### config.mk
export PLATFORM = sky130hd
export DESIGN_NAME = oss_osc_select
export DESIGN_NICKNAME = d
export VERILOG_FILES = /design/src/hw/oss_pkg.sv /design/src/hw/oss_osc_select.sv /design/src/hw/oss_sync2.sv /design/src/hw/oss_nco.sv
export SDC_FILE = /design/constraint.sdc
export NUM_CORES = 1
export LEC_CHECK = 0
export ABC_AREA = 1
export CAP_MARGIN = 25
export CORE_ASPECT_RATIO = 0.9
export CORE_UTILIZATION = 60
export DETAILED_ROUTE_END_ITERATION = 8
export DONT_BUFFER_PORTS = 1
export PLACE_DENSITY = 0.75
export SLEW_MARGIN = 20
export SYNTH_ARGS = -nofsm -noshare
export SYNTH_HDL_FRONTEND = slang
export SYNTH_SLANG_ARGS = --single-unit
export TNS_END_PERCENT = 100
### constraint.sdc
create_clock -name ref_clk_i -period 4.75 [get_ports ref_clk_i]
set_input_delay 0.475 -clock ref_clk_i [delete_from_list [all_inputs] [get_ports ref_clk_i]]
set_output_delay 0.475 -clock ref_clk_i [all_outputs]
set_load 0.03 [all_outputs]
### src/hw/oss_pkg.sv
// Overview of operation
// - Slow crystal as sysclk only with internal RC.
// - Free-running 15kHz slow RC clocks the watchdog.
// - Internal fast RC runs at 4, 8 or 12MHz.
// - Fast crystal option claims both oscillator pins.
// - External RC uses pin six only, pin five free.
// - Internal RC frees pins, or slow crystal uses them.
// - Slow crystal across both pins gives independent clock.
// - Sleep stops system clock; independent clock keeps running.
// - Low power bit: 0 quick start, 1 low power.
// - Low power bit clears to zero at power-on.
// - Slow crystal runs normally whatever the mode bit.
// - Source bit 0 fast RC, 1 slow crystal, RC stopped.
// - Low power bit sits at control bit 1.
// - Slow crystal keeps running during halt sleep.
package oss_pkg;

  localparam int          REF_CLK_HZ     = 125_000_000;
  localparam int          REF_PERIOD_NS  = 8;

  localparam logic [1:0]  HS_CFG_XTAL    = 2'h0;
  localparam logic [1:0]  HS_CFG_ERC     = 2'h1;
  localparam logic [1:0]  HS_CFG_IRC     = 2'h2;

  localparam logic [1:0]  IRC_FRQ_4M     = 2'h0;
  localparam logic [1:0]  IRC_FRQ_8M     = 2'h1;
  localparam logic [1:0]  IRC_FRQ_12M    = 2'h2;

  localparam longint      IRC_4M_HZ      = 4_000_000;
  localparam longint      IRC_8M_HZ      = 8_000_000;
  localparam longint      IRC_12M_HZ     = 12_000_000;
  localparam longint      SLOW_RC_HZ     = 15_000;
  localparam longint      SLOW_XTAL_HZ   = 32_768;

  localparam logic [31:0] INC_IRC_4M     = 32'((IRC_4M_HZ << 32) / longint'(REF_CLK_HZ));
  localparam logic [31:0] INC_IRC_8M     = 32'((IRC_8M_HZ << 32) / longint'(REF_CLK_HZ));
  localparam logic [31:0] INC_IRC_12M    = 32'((IRC_12M_HZ << 32) / longint'(REF_CLK_HZ));
  localparam logic [31:0] INC_SLOW_RC    = 32'((SLOW_RC_HZ << 32) / longint'(REF_CLK_HZ));

  localparam int          CTRL_SRC_BIT   = 0;
  localparam int          CTRL_LP_BIT    = 1;
  localparam logic [1:0]  CTRL_RESET     = 2'h0;
  localparam logic [5:0]  CTRL_PAD       = 6'h00;

  localparam int          SLOW_LOSS_NS   = 200_000;
  localparam int          SLOW_LOSS_CYC  = SLOW_LOSS_NS / REF_PERIOD_NS;
  localparam int          LOSS_CNT_W     = 16;
  localparam logic [2:0]  SLOW_GOOD_EDGES = 3'h4;

  typedef enum logic [1:0] {
    ST_RUN,
    ST_GATED,
    ST_LAUNCH
  } oss_state_e;

endpackage

### src/hw/oss_osc_select.sv
`timescale 1ns/1ps
`default_nettype none
module oss_osc_select
  import oss_pkg::*;
#(
  parameter int SLOW_LOSS_CYCLES = SLOW_LOSS_CYC
) (
  input  wire logic       ref_clk_i,
  input  wire logic       arst_n_i,
  input  wire logic [1:0] cfg_hs_osc_i,
  input  wire logic       cfg_slow_xtal_en_i,
  input  wire logic [1:0] cfg_irc_freq_i,
  input  wire logic       ctrl_wr_i,
  input  wire logic [7:0] ctrl_wdata_i,
  output logic      [7:0] ctrl_rdata_o,
  input  wire logic       sleep_i,
  input  wire logic       osc_pin_in_i,
  output logic            osc_pin_out_o,
  output logic            osc_pin_out_oe_o,
  output logic            port_a_pin5_is_io_o,
  output logic            port_a_pin6_is_io_o,
  output logic            sysclk_o,
  output logic            sysclk_is_slow_o,
  output logic            halted_o,
  output logic            fast_int_rc_run_o,
  output logic            slow_xtal_run_o,
  output logic            slow_xtal_ok_o,
  output logic            slow_xtal_low_power_o,
  output logic            timer_clk_o,
  output logic            wdt_clk_o
);

  // Configuration decode.
  logic        hs_xtal;
  logic        hs_erc;
  logic        hs_int;
  logic        slow_cfg;
  logic        pin_in_used;
  logic        pin_out_used;

  // Oscillator pin and derived levels.
  logic        osc_in_s;
  logic        irc_lvl;
  logic        fast_lvl;
  logic        slow_lvl;
  logic        cur_lvl;
  logic [31:0] irc_inc;

  // Software control bits.
  logic [1:0]  ctrl_r;
  logic [1:0]  ctrl_nxt;

  // Pin drive state.
  logic        drv_r;
  logic        drv_nxt;
  logic        drv_oe_r;
  logic        drv_oe_nxt;
  logic        pin5_io_r;
  logic        pin5_io_nxt;
  logic        pin6_io_r;
  logic        pin6_io_nxt;

  // Slow crystal presence monitor.
  logic                  slow_d_r;
  logic                  slow_d_nxt;
  logic [LOSS_CNT_W-1:0] loss_cnt_r;
  logic [LOSS_CNT_W-1:0] loss_cnt_nxt;
  logic [2:0]            edge_cnt_r;
  logic [2:0]            edge_cnt_nxt;
  logic                  slow_ok;
  logic                  timer_r;
  logic                  timer_nxt;

  // Clock switch state.
  oss_state_e  state_r;
  oss_state_e  state_nxt;
  logic        src_slow_r;
  logic        src_slow_nxt;
  logic        cur_prev_r;
  logic        cur_prev_nxt;
  logic        sysclk_r;
  logic        sysclk_nxt;
  logic        halted_r;
  logic        halted_nxt;
  logic        irc_run_r;
  logic        irc_run_nxt;
  logic        want_slow;
  logic        want_run;

  always_comb begin
    hs_xtal      = (cfg_hs_osc_i == HS_CFG_XTAL);
    hs_erc       = (cfg_hs_osc_i == HS_CFG_ERC);
    hs_int       = (cfg_hs_osc_i == HS_CFG_IRC);
    slow_cfg     = hs_int & cfg_slow_xtal_en_i;
    pin_in_used  = hs_xtal | hs_erc | slow_cfg;
    pin_out_used = hs_xtal | slow_cfg;
  end

  oss_sync2 u_pin_sync (
    .ref_clk_i (ref_clk_i),
    .arst_n_i  (arst_n_i),
    .d_i       (osc_pin_in_i),
    .q_o       (osc_in_s)
  );

  always_comb begin
    unique case (cfg_irc_freq_i)
      IRC_FRQ_8M:  irc_inc = INC_IRC_8M;
      IRC_FRQ_12M: irc_inc = INC_IRC_12M;
      default:     irc_inc = INC_IRC_4M;
    endcase
  end

  oss_nco u_fast_int_rc (
    .ref_clk_i (ref_clk_i),
    .arst_n_i  (arst_n_i),
    .en_i      (irc_run_r),
    .inc_i     (irc_inc),
    .lvl_o     (irc_lvl)
  );

  // The watchdog clock is never gated, not even in sleep.
  oss_nco u_slow_int_rc (
    .ref_clk_i (ref_clk_i),
    .arst_n_i  (arst_n_i),
    .en_i      (1'b1),
    .inc_i     (INC_SLOW_RC),
    .lvl_o     (wdt_clk_o)
  );

  always_comb begin
    fast_lvl = hs_int ? irc_lvl : osc_in_s;
    // The low power bit only trims the amplifier; the clock path ignores it.
    slow_lvl = slow_cfg & osc_in_s;
    cur_lvl  = src_slow_r ? slow_lvl : fast_lvl;
  end

  // Control bits written by software.
  always_comb begin
    ctrl_nxt = ctrl_r;
    if (ctrl_wr_i) begin
      ctrl_nxt[CTRL_SRC_BIT] = ctrl_wdata_i[CTRL_SRC_BIT];
      ctrl_nxt[CTRL_LP_BIT]  = ctrl_wdata_i[CTRL_LP_BIT];
    end
  end

  // Pin ownership and crystal amplifier drive.
  always_comb begin
    drv_nxt     = ~osc_in_s;
    drv_oe_nxt  = pin_out_used;
    pin5_io_nxt = ~pin_out_used;
    pin6_io_nxt = ~pin_in_used;
  end

  // A slow crystal still starting up or lost is not offered as a source,
  // so the system clock can never hang on a dead oscillator.
  always_comb begin
    slow_d_nxt   = slow_lvl;
    loss_cnt_nxt = loss_cnt_r;
    edge_cnt_nxt = edge_cnt_r;
    if (slow_lvl != slow_d_r) begin
      loss_cnt_nxt = '0;
      if (edge_cnt_r != SLOW_GOOD_EDGES) begin
        edge_cnt_nxt = edge_cnt_r + 3'h1;
      end
    end else if (loss_cnt_r == LOSS_CNT_W'(SLOW_LOSS_CYCLES - 1)) begin
      loss_cnt_nxt = '0;
      edge_cnt_nxt = 3'h0;
    end else begin
      loss_cnt_nxt = loss_cnt_r + {{(LOSS_CNT_W-1){1'b0}}, 1'b1};
    end
    slow_ok   = (edge_cnt_r == SLOW_GOOD_EDGES);
    timer_nxt = slow_lvl;
  end

  always_comb begin
    want_slow = slow_cfg & ctrl_r[CTRL_SRC_BIT] & slow_ok;
    want_run  = ~sleep_i;
  end

  // Gated clock switch: the output is parked only while the running source
  // is low or is a lost slow crystal, and relaunched only on a falling edge of the new source.
  always_comb begin
    state_nxt    = state_r;
    src_slow_nxt = src_slow_r;
    cur_prev_nxt = cur_lvl;
    unique case (state_r)
      ST_RUN: begin
        // A lost slow crystal may hang at high; its stretched pulse is already long.
        if (((want_slow != src_slow_r) || !want_run)
            && (!cur_lvl || (src_slow_r && !slow_ok))) begin
          state_nxt = ST_GATED;
        end
      end
      ST_GATED: begin
        if (want_run) begin
          src_slow_nxt = want_slow;
          state_nxt    = ST_LAUNCH;
        end
      end
      ST_LAUNCH: begin
        if (!want_run || (want_slow != src_slow_r)) begin
          state_nxt = ST_GATED;
        end else if (cur_prev_r && !cur_lvl) begin
          state_nxt = ST_RUN;
        end
      end
    endcase
    sysclk_nxt = (state_nxt == ST_RUN) & cur_lvl;
    halted_nxt = (state_nxt == ST_GATED) & ~want_run;
    // The fast RC stops in slow mode and in sleep.
    // The fast RC restarts in the cycle the switch leaves ST_GATED with it as source (back from slow mode or sleep), and starts one cycle after reset.
    irc_run_nxt = hs_int
                & ~src_slow_nxt
                & ~((state_nxt == ST_GATED) & (~want_run | want_slow));
  end

  always_ff @(posedge ref_clk_i or negedge arst_n_i) begin
    if (!arst_n_i) begin
      ctrl_r     <= CTRL_RESET;
      drv_r      <= 1'b0;
      drv_oe_r   <= 1'b0;
      pin5_io_r  <= 1'b1;
      pin6_io_r  <= 1'b1;
      slow_d_r   <= 1'b0;
      loss_cnt_r <= '0;
      edge_cnt_r <= 3'h0;
      timer_r    <= 1'b0;
      state_r    <= ST_LAUNCH;
      src_slow_r <= 1'b0;
      cur_prev_r <= 1'b0;
      sysclk_r   <= 1'b0;
      halted_r   <= 1'b0;
      irc_run_r  <= 1'b0;
    end else begin
      ctrl_r     <= ctrl_nxt;
      drv_r      <= drv_nxt;
      drv_oe_r   <= drv_oe_nxt;
      pin5_io_r  <= pin5_io_nxt;
      pin6_io_r  <= pin6_io_nxt;
      slow_d_r   <= slow_d_nxt;
      loss_cnt_r <= loss_cnt_nxt;
      edge_cnt_r <= edge_cnt_nxt;
      timer_r    <= timer_nxt;
      state_r    <= state_nxt;
      src_slow_r <= src_slow_nxt;
      cur_prev_r <= cur_prev_nxt;
      sysclk_r   <= sysclk_nxt;
      halted_r   <= halted_nxt;
      irc_run_r  <= irc_run_nxt;
    end
  end

  assign ctrl_rdata_o          = {CTRL_PAD, ctrl_r};
  assign osc_pin_out_o         = drv_r;
  assign osc_pin_out_oe_o      = drv_oe_r;
  assign port_a_pin5_is_io_o   = pin5_io_r;
  assign port_a_pin6_is_io_o   = pin6_io_r;
  assign sysclk_o              = sysclk_r;
  assign sysclk_is_slow_o      = src_slow_r;
  assign halted_o              = halted_r;
  assign fast_int_rc_run_o     = irc_run_r;
  assign slow_xtal_run_o       = slow_cfg;
  assign slow_xtal_ok_o        = slow_ok;
  assign slow_xtal_low_power_o = ctrl_r[CTRL_LP_BIT];
  assign timer_clk_o           = timer_r;

endmodule
`default_nettype wire

### src/hw/oss_sync2.sv
`timescale 1ns/1ps
`default_nettype none
module oss_sync2 (
  input  wire logic ref_clk_i,
  input  wire logic arst_n_i,
  input  wire logic d_i,
  output logic      q_o
);

  logic meta_r;
  logic meta_nxt;
  logic q_r;
  logic q_nxt;

  always_comb begin
    meta_nxt = d_i;
    q_nxt    = meta_r;
  end

  always_ff @(posedge ref_clk_i or negedge arst_n_i) begin
    if (!arst_n_i) begin
      meta_r <= 1'b0;
      q_r    <= 1'b0;
    end else begin
      meta_r <= meta_nxt;
      q_r    <= q_nxt;
    end
  end

  assign q_o = q_r;

endmodule
`default_nettype wire

### src/hw/oss_nco.sv
`timescale 1ns/1ps
`default_nettype none
module oss_nco (
  input  wire logic        ref_clk_i,
  input  wire logic        arst_n_i,
  input  wire logic        en_i,
  input  wire logic [31:0] inc_i,
  output logic             lvl_o
);

  logic [31:0] acc_r;
  logic [31:0] acc_nxt;
  logic        lvl_r;
  logic        lvl_nxt;

  // A stopped oscillator parks low so a restart begins with a whole low phase.
  always_comb begin
    acc_nxt = en_i ? acc_r + inc_i : 32'h0000_0000;
    lvl_nxt = acc_nxt[31];
  end

  always_ff @(posedge ref_clk_i or negedge arst_n_i) begin
    if (!arst_n_i) begin
      acc_r <= 32'h0000_0000;
      lvl_r <= 1'b0;
    end else begin
      acc_r <= acc_nxt;
      lvl_r <= lvl_nxt;
    end
  end

  assign lvl_o = lvl_r;

endmodule
`default_nettype wire

==> metrics.cfg, run 1 <==
[status]
status = finished, final reports clean

[layout]
fin_util_pct = 65.9
antennaDiodeCount = 0
nets = 918
final_cells = 1005
fill_cells = 898
final_common_cell = nand2_1
drive_gt1_share_pct = 8.33
ff_latch_area_um2 = 2430
multi_input_area_um2 = 3290
final_cell_mix = 209 x nand2_1, 135 x inv_1, 113 x nor2_1
final_area_um2 = 6750
area_delta_synth_final_pct = 6.92

[detailed_routing]
routed_wl_mm = 13.9
viasPerCell = 5.36
wl_per_cell_um = 13.8
vias = 5391
drtIter0Drc = 298
antenna_left = 0
drc = 0
first_pass_iters = 5

[placed_design]
placed_area_um2 = 6430
gp_congestion = 0.956
dp.cells = 988
portBuffers = 0
hpwlAfterDp_mm = 10.4

[floorplan]
die_x_um = 110
io-pin-count = 39
start_util_pct = 61.6
die_area_um2 = 10900
core_area_um2 = 10200
die_h_um = 99.3
row_count = 35

[sta]
max_freq_mhz = 394
drv_slew = 0
setup_viol = 0
maxSlewHeadroom_pct = 62.9
skew_ns = 0.00500
tightest_slew_ns = 0.551
fin_tns_setup_ns = 0
fin_crit_ns = 2.54
hold_viol_final = 0
rsz0062_at_grt = false
finalCritPeriodShare_pct = 53.4

[pwr]
fin_total_pwr_mw = 2.46
p_leak_nw = 3.42
powerDensity_nw_per_um2 = 364
p_int_mw = 1.57
power_switching_mw = 0.885
p_comb_share_pct = 28.4
p_clk_share_pct = 29.5
swShare_pct = 36.0
seq_power_share_pct = 42.1
irDropWorstVdd_mv = 0.295

[setup_path]
cp_top_family = simple AND/OR/NAND/NOR gates
crit_fanout = 12
start_kind = input pin
cpMostUsedCell = nand2_1
crit_buf_inv = 4
required_ns = 4.98
arrival_ns = 2.77
path_class = in -> reg
slowest_stage = ha_1
critical_path.max_stage_delay_ns = 0.37
path_cells = inv_1 -> ha_1 -> inv_2 -> ha_1 -> inv_1 -> o21ai_0 -> inv_1 -> nand2_1 -> nand2_1 -> nand2_1 -> nand2_1 -> nand2_1 -> nand2_1 -> a21oi_1 -> nor2_1
cp-end-kind = flop

[run]
max_cap_violations = 0

[yosys]
synth_top_cell_area_share_pct = 37.2
ys_ff_latch = 97
synth_area_per_cell_um2 = 7.32
synth_flop_cell = dfrtp_1
ys_types = 45
synth-seq-area-share_pct = 38.5
syn_area_um2 = 6310
ys.warnings.count = 0
synth_top_area_cell = dfrtp_1
synthArstFlopShare_pct = 100
syn-instance-count = 863
synthTopCellsByArea = dfrtp_1 37%, nand2_1 12%, inv_1 8.0%
synth-edff-count = 0

[cts]
cts_tree = built
insertion_delay_ns = 0.34
cts_max_level = 3
clockRootBuffer = clkbuf_16
numClockSinks = 97
clk_pin_slew_ns = 0.06
cts_buffers = 9
cts_buffer_depth = 2

[global_routing]
grt_pass1_vias = 5340
track_usage_pct = 27.9
grt-ovfl-total = 0
met3_usage_pct = 7.14
grt_util_met2_pct = 46.9
grt_max_degree = 98
top_usage_layer = met2
grt_pass1_wl_mm = 23.5
met1_usage_pct = 34.4
antenna_found_initial = 0

[min_path]
min_path_type = in -> async

[flip-flops by register name (all words and copies together) (netlist names)]
name,count
u_pin_sync.meta_r,1
state_r,2
ctrl_r,2
timer_clk_o,1
osc_pin_out_o,1
osc_pin_out_oe_o,1
edge_cnt_r,3
sysclk_is_slow_o,1
port_a_pin6_is_io_o,1
fast_int_rc_run_o,1
u_pin_sync.q_o,1
u_fast_int_rc.acc_r,32
port_a_pin5_is_io_o,1
sysclk_o,1
cur_prev_r,1
halted_o,1
loss_cnt_r,16
u_slow_int_rc.acc_r,30
[worst paths after layout]
path	cells past startpoint	slack, ns	endpoint	start
max	15	2.21	u_fast_int_rc.acc_r[28]$_DFF_PN0_	cfg_irc_freq_i[1]
min in group ref_clk_i	0	0.16	u_pin_sync.meta_r$_DFF_PN0_	osc_pin_in_i
min	1	0.05	u_fast_int_rc.acc_r[14]$_DFF_PN0_	arst_n_i
max reg2reg	15	2.61	u_fast_int_rc.acc_r[20]$_DFF_PN0_	u_fast_int_rc.acc_r[0]$_DFF_PN0_
max in group asynchronous	1	4.33	state_r[1]$_DFF_PN1_	arst_n_i
min reg2reg	0	0.39	u_pin_sync.q_o$_DFF_PN0_	u_pin_sync.meta_r$_DFF_PN0_
[worst register-to-register path: stages (launching register included)]
cell     delay (ns)
dfrtp_1        0.36
ha_1           0.26
ha_1           0.20
a21oi_1        0.22
nor2_1         0.08
nand2_1        0.08
nand2_1        0.08
nand2_1        0.07
nand2_1        0.12
nand2_1        0.11
nand2_1        0.13
nand2_1        0.11
nand2_1        0.05
nand2_1        0.07
inv_1          0.04
nor2_1         0.08
[power groups by stage]
stage	registers (mW)	logic, mW	clock network [mW]
4_1_cts	1.03	0.695	0.747
5_1_grt	1.05	0.795	0.774
6_report	1.03	0.698	0.725
3_5_place_dp	1.05	0.670	0
2_1_floorplan	1.02	0.545	0
3_3_place_gp	1.04	0.648	0
[metrics by stage]
stage	hold slack, ns	worst slack, ns
3_3_place_gp	0.182	1.97
3_5_place_dp	0.182	1.92
5_1_grt	0.0795	2.02
4_1_cts	0.0803	2.25
2_1_floorplan	0.179	2.40
6_report	0.0509	2.21
[cell families (layout without fill, tap and decap cells)]
| group | Yosys count | count (layout) | share of synthesized area [%] |
|---|---|---|---|
| AND/OR/NAND/NOR | 447 | 447 | 31.8 |
| other | 1 | 6 | 0.0594 |
| adder cells (fa/ha/maj) | 29 | 29 | 5.75 |
| AO/OA/AOI/OAI | 99 | 99 | 8.70 |
| flip-flops | 97 | 97 | 38.5 |
| buffers and inverters | 153 | 161 | 9.67 |
| XOR/XNOR | 35 | 35 | 5.21 |
| multiplexers | 2 | 2 | 0.357 |
[repair_timing]
item / CTS / global route
hold buffers: 1 / 0
gates resized for setup: 0 / 0
buffers inserted: 0 / 0
endpoints found under the hold margin: 97 / 0
[synthesized netlist by cell type (4+ instances only)]
library cell	instances
o21ai_0	34
inv_1	135
nand2_2	12
nor3b_1	4
inv_2	6
xnor2_1	7
nand3_1	51
a21oi_1	45
ha_1	29
buf_4	8
nor3_1	15
nor2_4	6
nor3_2	5
nor2_1	113
o21ai_1	4
nand4_1	10
nand2_1	209
nor2_2	4
dfrtp_1	94
xor2_1	25
nand2_4	4
nor4_1	6
o21bai_1	4
nand3_2	4
[metal layers]
| layer | vias to the layer above | share of wire (%) |
|---|---|---|
| li1 | 2714 | - |
| met1 | 2516 | 45 |
| met2 | 126 | 48 |
| met3 | 35 | 4.7 |
| met4 | 0 | 3.0 |
| met5 | - | 0 |
[layout make-up]
cell class,count,area share (%)
inverters,143,8.01
repair buffers,2,0.519
clock buffers,12,3.50
clock inverters,4,0.815
well taps,129,2.39
multi-input cells,618,48.8
flip-flops and latches,97,36.0
(Power assumes the default switching activity.)
==> run 2, diff against run 1 <==
--- a/config.mk
+++ b/config.mk
@@ -8,7 +8,7 @@
 export ABC_AREA = 1
 export CAP_MARGIN = 25
 export CORE_ASPECT_RATIO = 0.9
-export CORE_UTILIZATION = 60
+export CORE_UTILIZATION = 58
 export DETAILED_ROUTE_END_ITERATION = 8
 export DONT_BUFFER_PORTS = 1
 export PLACE_DENSITY = 0.75
==> constraint.sdc (replaced) <==
create_clock -name ref_clk_i -period 2.1 [get_ports ref_clk_i]
set_input_delay 0.21 -clock ref_clk_i [delete_from_list [all_inputs] [get_ports ref_clk_i]]
set_output_delay 0.21 -clock ref_clk_i [all_outputs]
set_load 0.03 [all_outputs]
==> run 2 against run 1 <==
  * Via count rose by 3.5%
  * Core utilization rose by 2.2 points
  * Cell area increased by 5.0%
  * Count of clock-buffer cells in the layout down 1
  * The flow now finishes with violations (DRC, hold timing)
  * Largest power group unchanged
  * Sequential cell count unchanged
  * Clock skew is 0.0029 ns higher
  * Combinational power grew to 2.5 times the previous value
  * Worst hold slack got worse by 0.49 ns
  * Die area rose by 3.4%
==> metrics.cfg, run 2 (synthesis results as in run 1) <==
[layout]
multi_input_area_um2 = 3310
antennaDiodeCount = 0
final_cell_mix = 208 x nand2_1, 134 x inv_1, 112 x nor2_1
top_register = u_fast_int_rc.acc_r
drive_gt1_share_pct = 13.0
fill_cells = 858
reg_top3 = u_fast_int_rc.acc_r x32, u_slow_int_rc.acc_r x30, loss_cnt_r x16
largest_reg_flops = 32
fin_util_pct = 68.0
area_delta_synth_final_pct = 12.3
final_common_cell = nand2_1
ff_latch_area_um2 = 2430
nets = 959

[sta]
maxSlewHeadroom_pct = 62.6
setup_viol = 0
hold_slack_ns = -0.440
hold_viol_final = 97
finalCritPeriodShare_pct = 92.3
drv_slew = 0
tightest_slew_ns = 0.562
fin_crit_ns = 1.94
fin_tns_setup_ns = 0
max_freq_mhz = 516
layout_setup_ws_ns = 0.163
skew_ns = 0.00787

[floorplan]
die_area_um2 = 11300
io-pin-count = 39
row_count = 35
core_area_um2 = 10400
die_x_um = 112
die_h_um = 101
start_util_pct = 60.6

[setup_path]
r2r_end = u_fast_int_rc.acc_r[28]$_DFF_PN0_
cp-endpoint = u_fast_int_rc.acc_r[28]$_DFF_PN0_
cp-end-kind = flop
crit_fanout = 4
reg2reg_slack_ns = 0.16
arrival_ns = 2.17
crit_path_start = u_fast_int_rc.acc_r[3]$_DFF_PN0_
r2r_start = u_fast_int_rc.acc_r[3]$_DFF_PN0_
start_kind = flop
reg2reg_depth = 12
path_class = reg -> reg
required_ns = 2.33

[detailed_routing]
viasPerCell = 5.34
wl_per_cell_um = 13.8
antenna_left = 0
drtIter0Drc = 400
routed_wl_mm = 14.5
drc = 2
vias = 5581
first_pass_iters = 7

[global_routing]
grt-ovfl-total = 0
grt_pass1_wl_mm = 24.3
antenna_found_initial = 0
grt_max_degree = 98
grt_pass1_vias = 5262
track_usage_pct = 27.2

[status]
violations = DRC, hold timing
status = finished, violations left

[pwr]
powerDensity_nw_per_um2 = 813
irDropWorstVdd_mv = 0.843
p_leak_nw = 3.61

[cts]
cts_buffer_depth = 2
ctsHoldBuffers = 4
clk_pin_slew_ns = 0.07
cts_buffers = 9
cts_setup_buffers = 0
cts_max_level = 3
insertion_delay_ns = 0.34
cts_tree = built
numClockSinks = 97
clockRootBuffer = clkbuf_16

[placed_design]
portBuffers = 0
post-place-ws_ns = -0.160
gp_congestion = 0.994
hpwlAfterDp_mm = 11.2

[min_path]
min_path_type = in -> async

[run]
max_cap_violations = 0

run 2: changes by cell type in the layout (fill, tap and decap cells not counted), moves of 2 or more:
cell / change
buf_4: +37
dlygate4sd3_1: +4
a21oi_1: -3
a21oi_2: +3
o21ai_0: -2
o21ai_1: +2
run 2: worst min-delay path by stage:
stage | from | endpoint | slack [ns] | cells past startpoint
after floorplan | arst_n_i | ctrl_r[0]$_DFFE_PN0P_ | -0.09 | 0
after global placement | arst_n_i | u_fast_int_rc.acc_r[8]$_DFF_PN0_ | -0.08 | 0
after detailed placement | arst_n_i | u_fast_int_rc.acc_r[12]$_DFF_PN0_ | -0.08 | 0
after CTS | arst_n_i | u_slow_int_rc.acc_r[12]$_DFF_PN0_ | -0.45 | 0
after global routing | arst_n_i | u_pin_sync.q_o$_DFF_PN0_ | -0.46 | 0
final | arst_n_i | u_fast_int_rc.acc_r[1]$_DFF_PN0_ | -0.44 | 0
run 2: area by class of cell:
cell class	instances	area share (%)
Multi-Input combinational cell	618	46.7
Sequential cell	97	34.3
Inverter	143	7.62
Timing Repair Buffer	43	4.87
Clock buffer	11	3.28
Tap cell	129	2.28
Clock inverter	5	0.935
run 2: per-stage QoR:
| step | instance area (um2) | hold slack, ns | total power [mW] | instances |
|---|---|---|---|---|
| after CTS | 7070 | -0.449 | 5.77 | 1046 |
| final | 7090 | -0.440 | 5.77 | 1046 |
| after global routing | 7090 | -0.457 | 6.12 | 1046 |
| after floorplan | 6330 | -0.0856 | 3.55 | 868 |
| after global placement | 6730 | -0.0824 | 3.99 | 1026 |
| after detailed placement | 6730 | -0.0826 | 4.08 | 1026 |
run 2: timing repair:
item / 4_1_cts / 5_1_grt
resized for setup: 0 / 11
hold endpoints to repair: 101 / 97
endpoints found under the setup margin: 0 / 11
run 2: metal layers:
metal / GRT usage (%) / vias to the layer above / part of all wire [%]
li1: - / 2802 / -
met4: 7.08 / 0 / 1.4
met1: 37.3 / 2581 / 46
met2: 44.2 / 174 / 46
met5: 0 / - / 0
met3: 5.59 / 24 / 6.9
run 2: worst max-delay path, cell delays in order (launching register included):
cell,delay (ns)
dfrtp_1,0.39
ha_1,0.30
inv_1,0.04
o21ai_1,0.23
inv_1,0.06
nand2_1,0.09
nand2_1,0.05
nand2_1,0.17
nand2_1,0.07
nand2_1,0.14
nand2_1,0.09
a21oi_1,0.13
nor2_1,0.06
run 2: where the power goes:
group          total (mW)  switching [mW]  internal (mW)
combinational        1.76            1.09          0.671
sequential           2.34           0.250           2.09
clock                1.66           0.722          0.937
==> run 3, diff against run 2 <==
--- a/config.mk
+++ b/config.mk
@@ -5,7 +5,6 @@
 export SDC_FILE = /design/constraint.sdc
 export NUM_CORES = 1
 export LEC_CHECK = 0
-export ABC_AREA = 1
 export CAP_MARGIN = 25
 export CORE_ASPECT_RATIO = 0.9
 export CORE_UTILIZATION = 58
@@ -16,4 +15,4 @@
 export SYNTH_ARGS = -nofsm -noshare
 export SYNTH_HDL_FRONTEND = slang
 export SYNTH_SLANG_ARGS = --single-unit
-export TNS_END_PERCENT = 100
+export TNS_END_PERCENT = 50
==> run 3 against run 2 <==
  * The run ends with hold timing, setup timing left
  * Clock power down 16%
  * Maximum frequency is 8.7% lower
  * Worst hold slack worse by 0.053 ns
  * Final cell count fell by 17%
  * Core utilization increased by 11 points
  * Non-clock buffer count grew 70
  * Sequential cell count unchanged
  * Sequential power hardly changed
  * Wire length is 7.1% higher
  * Combinational power grew 32%
  * Register-to-register slack worse by 0.19 ns
  * Largest cell class unchanged
  * Highest routed layer unchanged
==> metrics.cfg, run 3 <==
[pwr]
swShare_pct = 35.6
p_leak_nw = 3.42
irDropWorstVdd_mv = 0.609
p_clk_share_pct = 23.1
fin_total_pwr_mw = 6.04
power_switching_mw = 2.15
p_int_mw = 3.89
powerDensity_nw_per_um2 = 788
seq_power_share_pct = 38.5
p_comb_share_pct = 38.4

[sta]
hold_viol_final = 97
layout_setup_ws_ns = -0.0231
maxSlewHeadroom_pct = 56.7
drv_slew = 0
skew_ns = 0.0109
fin_crit_ns = 2.12
hold_slack_ns = -0.493
setup_viol = 1
rsz0062_at_grt = true
fin_tns_setup_ns = -0.0231
max_freq_mhz = 471
tightest_slew_ns = 0.648
finalCritPeriodShare_pct = 101

[layout]
final_cell_mix = 100 x buf_4, 93 x dfrtp_1, 55 x nor2_1
area_delta_synth_final_pct = 31.3
final_common_cell = buf_4
nets = 782
top_register = u_fast_int_rc.acc_r
final_area_um2 = 7670
largest_reg_flops = 32
reg_top3 = u_fast_int_rc.acc_r x32, u_slow_int_rc.acc_r x30, loss_cnt_r x16
fin_util_pct = 78.7
antennaDiodeCount = 0
drive_gt1_share_pct = 31.1

[global_routing]
antenna_found_initial = 0
grt-ovfl-total = 0
track_usage_pct = 29.8
grt_pass1_vias = 5029
grt_max_degree = 98
grt_pass1_wl_mm = 24.1

[cts]
ctsHoldBuffers = 9
numClockSinks = 97
insertion_delay_ns = 0.38
cts_tree = built
clk_pin_slew_ns = 0.10
cts_buffers = 9
cts_max_level = 3
cts_buffer_depth = 2
clockRootBuffer = clkbuf_8

[yosys]
ys_types = 62
syn_area_um2 = 5840
synth_flop_cell = dfrtp_1
synth_most_common_cell = dfrtp_1
synth_area_per_cell_um2 = 9.24
ys.warnings.count = 0
synth_top_area_cell = dfrtp_1
synth.top_cells.by_count = 94 x dfrtp_1, 61 x nor2_1, 60 x nand2_1, 33 x xnor2_1, 32 x a21oi_1
synth-seq-area-share_pct = 41.6
syn-instance-count = 632
ys_ff_latch = 97
synthTopCellsByArea = dfrtp_1 40%, ha_1 6.2%, xnor2_1 4.9%
synth_top_cell_area_share_pct = 40.3
synth-edff-count = 0
synthArstFlopShare_pct = 100

[placed_design]
portBuffers = 0
placed_area_um2 = 6820
gp_congestion = 0.925
hpwlAfterDp_mm = 10.4

[run]
max_cap_violations = 0

[setup_path]
crit_fanout = 3
critical_path.max_stage_delay_ns = 0.38
path_cells = ha_2 -> nor2b_1 -> o21ai_1 -> buf_4 -> a21oi_1 -> o21a_1 -> o21a_1 -> o21ai_0 -> a21oi_1
start_kind = flop
path_class = reg -> reg
slowest_stage = dfrtp_1
cp-end-kind = flop
arrival_ns = 2.36
required_ns = 2.34

[detailed_routing]
antenna_left = 0
drtIter0Drc = 397
first_pass_iters = 5
routed_wl_mm = 15.5
viasPerCell = 6.00
vias = 5193
wl_per_cell_um = 17.9
drc = 0

[status]
violations = hold timing, setup timing
status = finished, violations left

[floorplan]
die_area_um2 = 10500
io-pin-count = 39
die_h_um = 97.2
core_area_um2 = 9740
die_x_um = 108
start_util_pct = 60.0
row_count = 34

[min_path]
min_path_type = in -> async

## run 3: cell count changes after synthesis, moves of 12 or more
cell      before  now
nand2_1      209   60
inv_1        135   29
nor2_1       113   61
xnor2_1        7   33
nand3_1       51   31
a21oi_1       45   32
clkbuf_1       0   13
and3_1         0   12
nand2_2       12    0
## run 3: metal layers
layer | GRT usage (%) | up-vias | wire length, um
met5 | 0 | - | 0
met1 | 39.7 | 2528 | 6640
met2 | 48.4 | 215 | 7520
met4 | 8.43 | 0 | 381
li1 | - | 2405 | -
met3 | 6.77 | 45 | 940
## run 3: layout make-up
cell class / count / area (um2)
Tap cell: 126 / 158
Inverter: 29 / 125
Timing Repair Buffer: 113 / 912
Multi-Input combinational cell: 485 / 3820
Fill cell: 601 / 2070
Sequential cell: 97 / 2430
Clock inverter: 5 / 85.1
Clock buffer: 11 / 141
## run 3: logic make-up (layout without fill, tap and decap cells)
group | Yosys count | after routing | synth area share (%)
adder cells (fa/ha/maj) | 29 | 29 | 6.21
flip-flops | 97 | 97 | 41.6
buffers and inverters | 55 | 158 | 4.18
AO/OA/AOI/OAI | 121 | 121 | 13.9
AND/OR/NAND/NOR | 252 | 252 | 21.9
other | 1 | 6 | 0.0642
multiplexers | 11 | 11 | 1.93
XOR/XNOR | 66 | 66 | 10.2
## run 3: power by group through the flow
stage | registers (mW) | clock network (mW) | logic (mW)
after global routing | 2.35 | 1.49 | 2.49
after floorplan | 2.29 | 0 | 1.24
final | 2.33 | 1.40 | 2.32
after CTS | 2.30 | 1.42 | 2.00
after global placement | 2.32 | 0 | 1.84
after detailed placement | 2.33 | 0 | 1.92
## run 3: worst paths after layout
kind | cells past startpoint | endpoint | slack [ns] | from
hold reg to reg | 0 | u_pin_sync.q_o$_DFF_PN0_ | 0.38 | u_pin_sync.meta_r$_DFF_PN0_
hold / removal | 0 | u_fast_int_rc.acc_r[3]$_DFF_PN0_ | -0.49 | arst_n_i
max in group asynchronous | 0 | port_a_pin6_is_io_o$_DFF_PN1_ | 2.35 | arst_n_i
setup reg to reg | 9 | u_fast_int_rc.acc_r[7]$_DFF_PN0_ | -0.02 | u_fast_int_rc.acc_r[0]$_DFF_PN0_
min in group ref_clk_i | 2 | fast_int_rc_run_o$_DFF_PN0_ | 0.05 | sleep_i
setup / recovery | 9 | u_fast_int_rc.acc_r[7]$_DFF_PN0_ | -0.02 | u_fast_int_rc.acc_r[0]$_DFF_PN0_
## run 3: repair_timing
action / 4_1_cts / 5_1_grt
hold endpoints to repair: 104 / 97
resized for setup: 18 / 71
buffers inserted: 2 / 8
pin swaps: 7 / 32
setup endpoints to repair: 12 / 35
## run 3: through the flow
stage | worst slack [ns] | instances
finish | -0.0231 | 866
global placement | -0.362 | 831
CTS | -0.0307 | 858
detailed placement | -0.472 | 831
global route | -0.118 | 866
floorplan | -0.276 | 637
## run 3: critical path: cells and delay by family (launching register included)
kind / cells / cell delay [ns]
adders and majority gates: 1 / 0.22
buffers and inverters: 1 / 0.19
and+or+nand+nor: 1 / 0.15
DFF: 1 / 0.38
AOI/OAI and AO/OA: 6 / 1.05
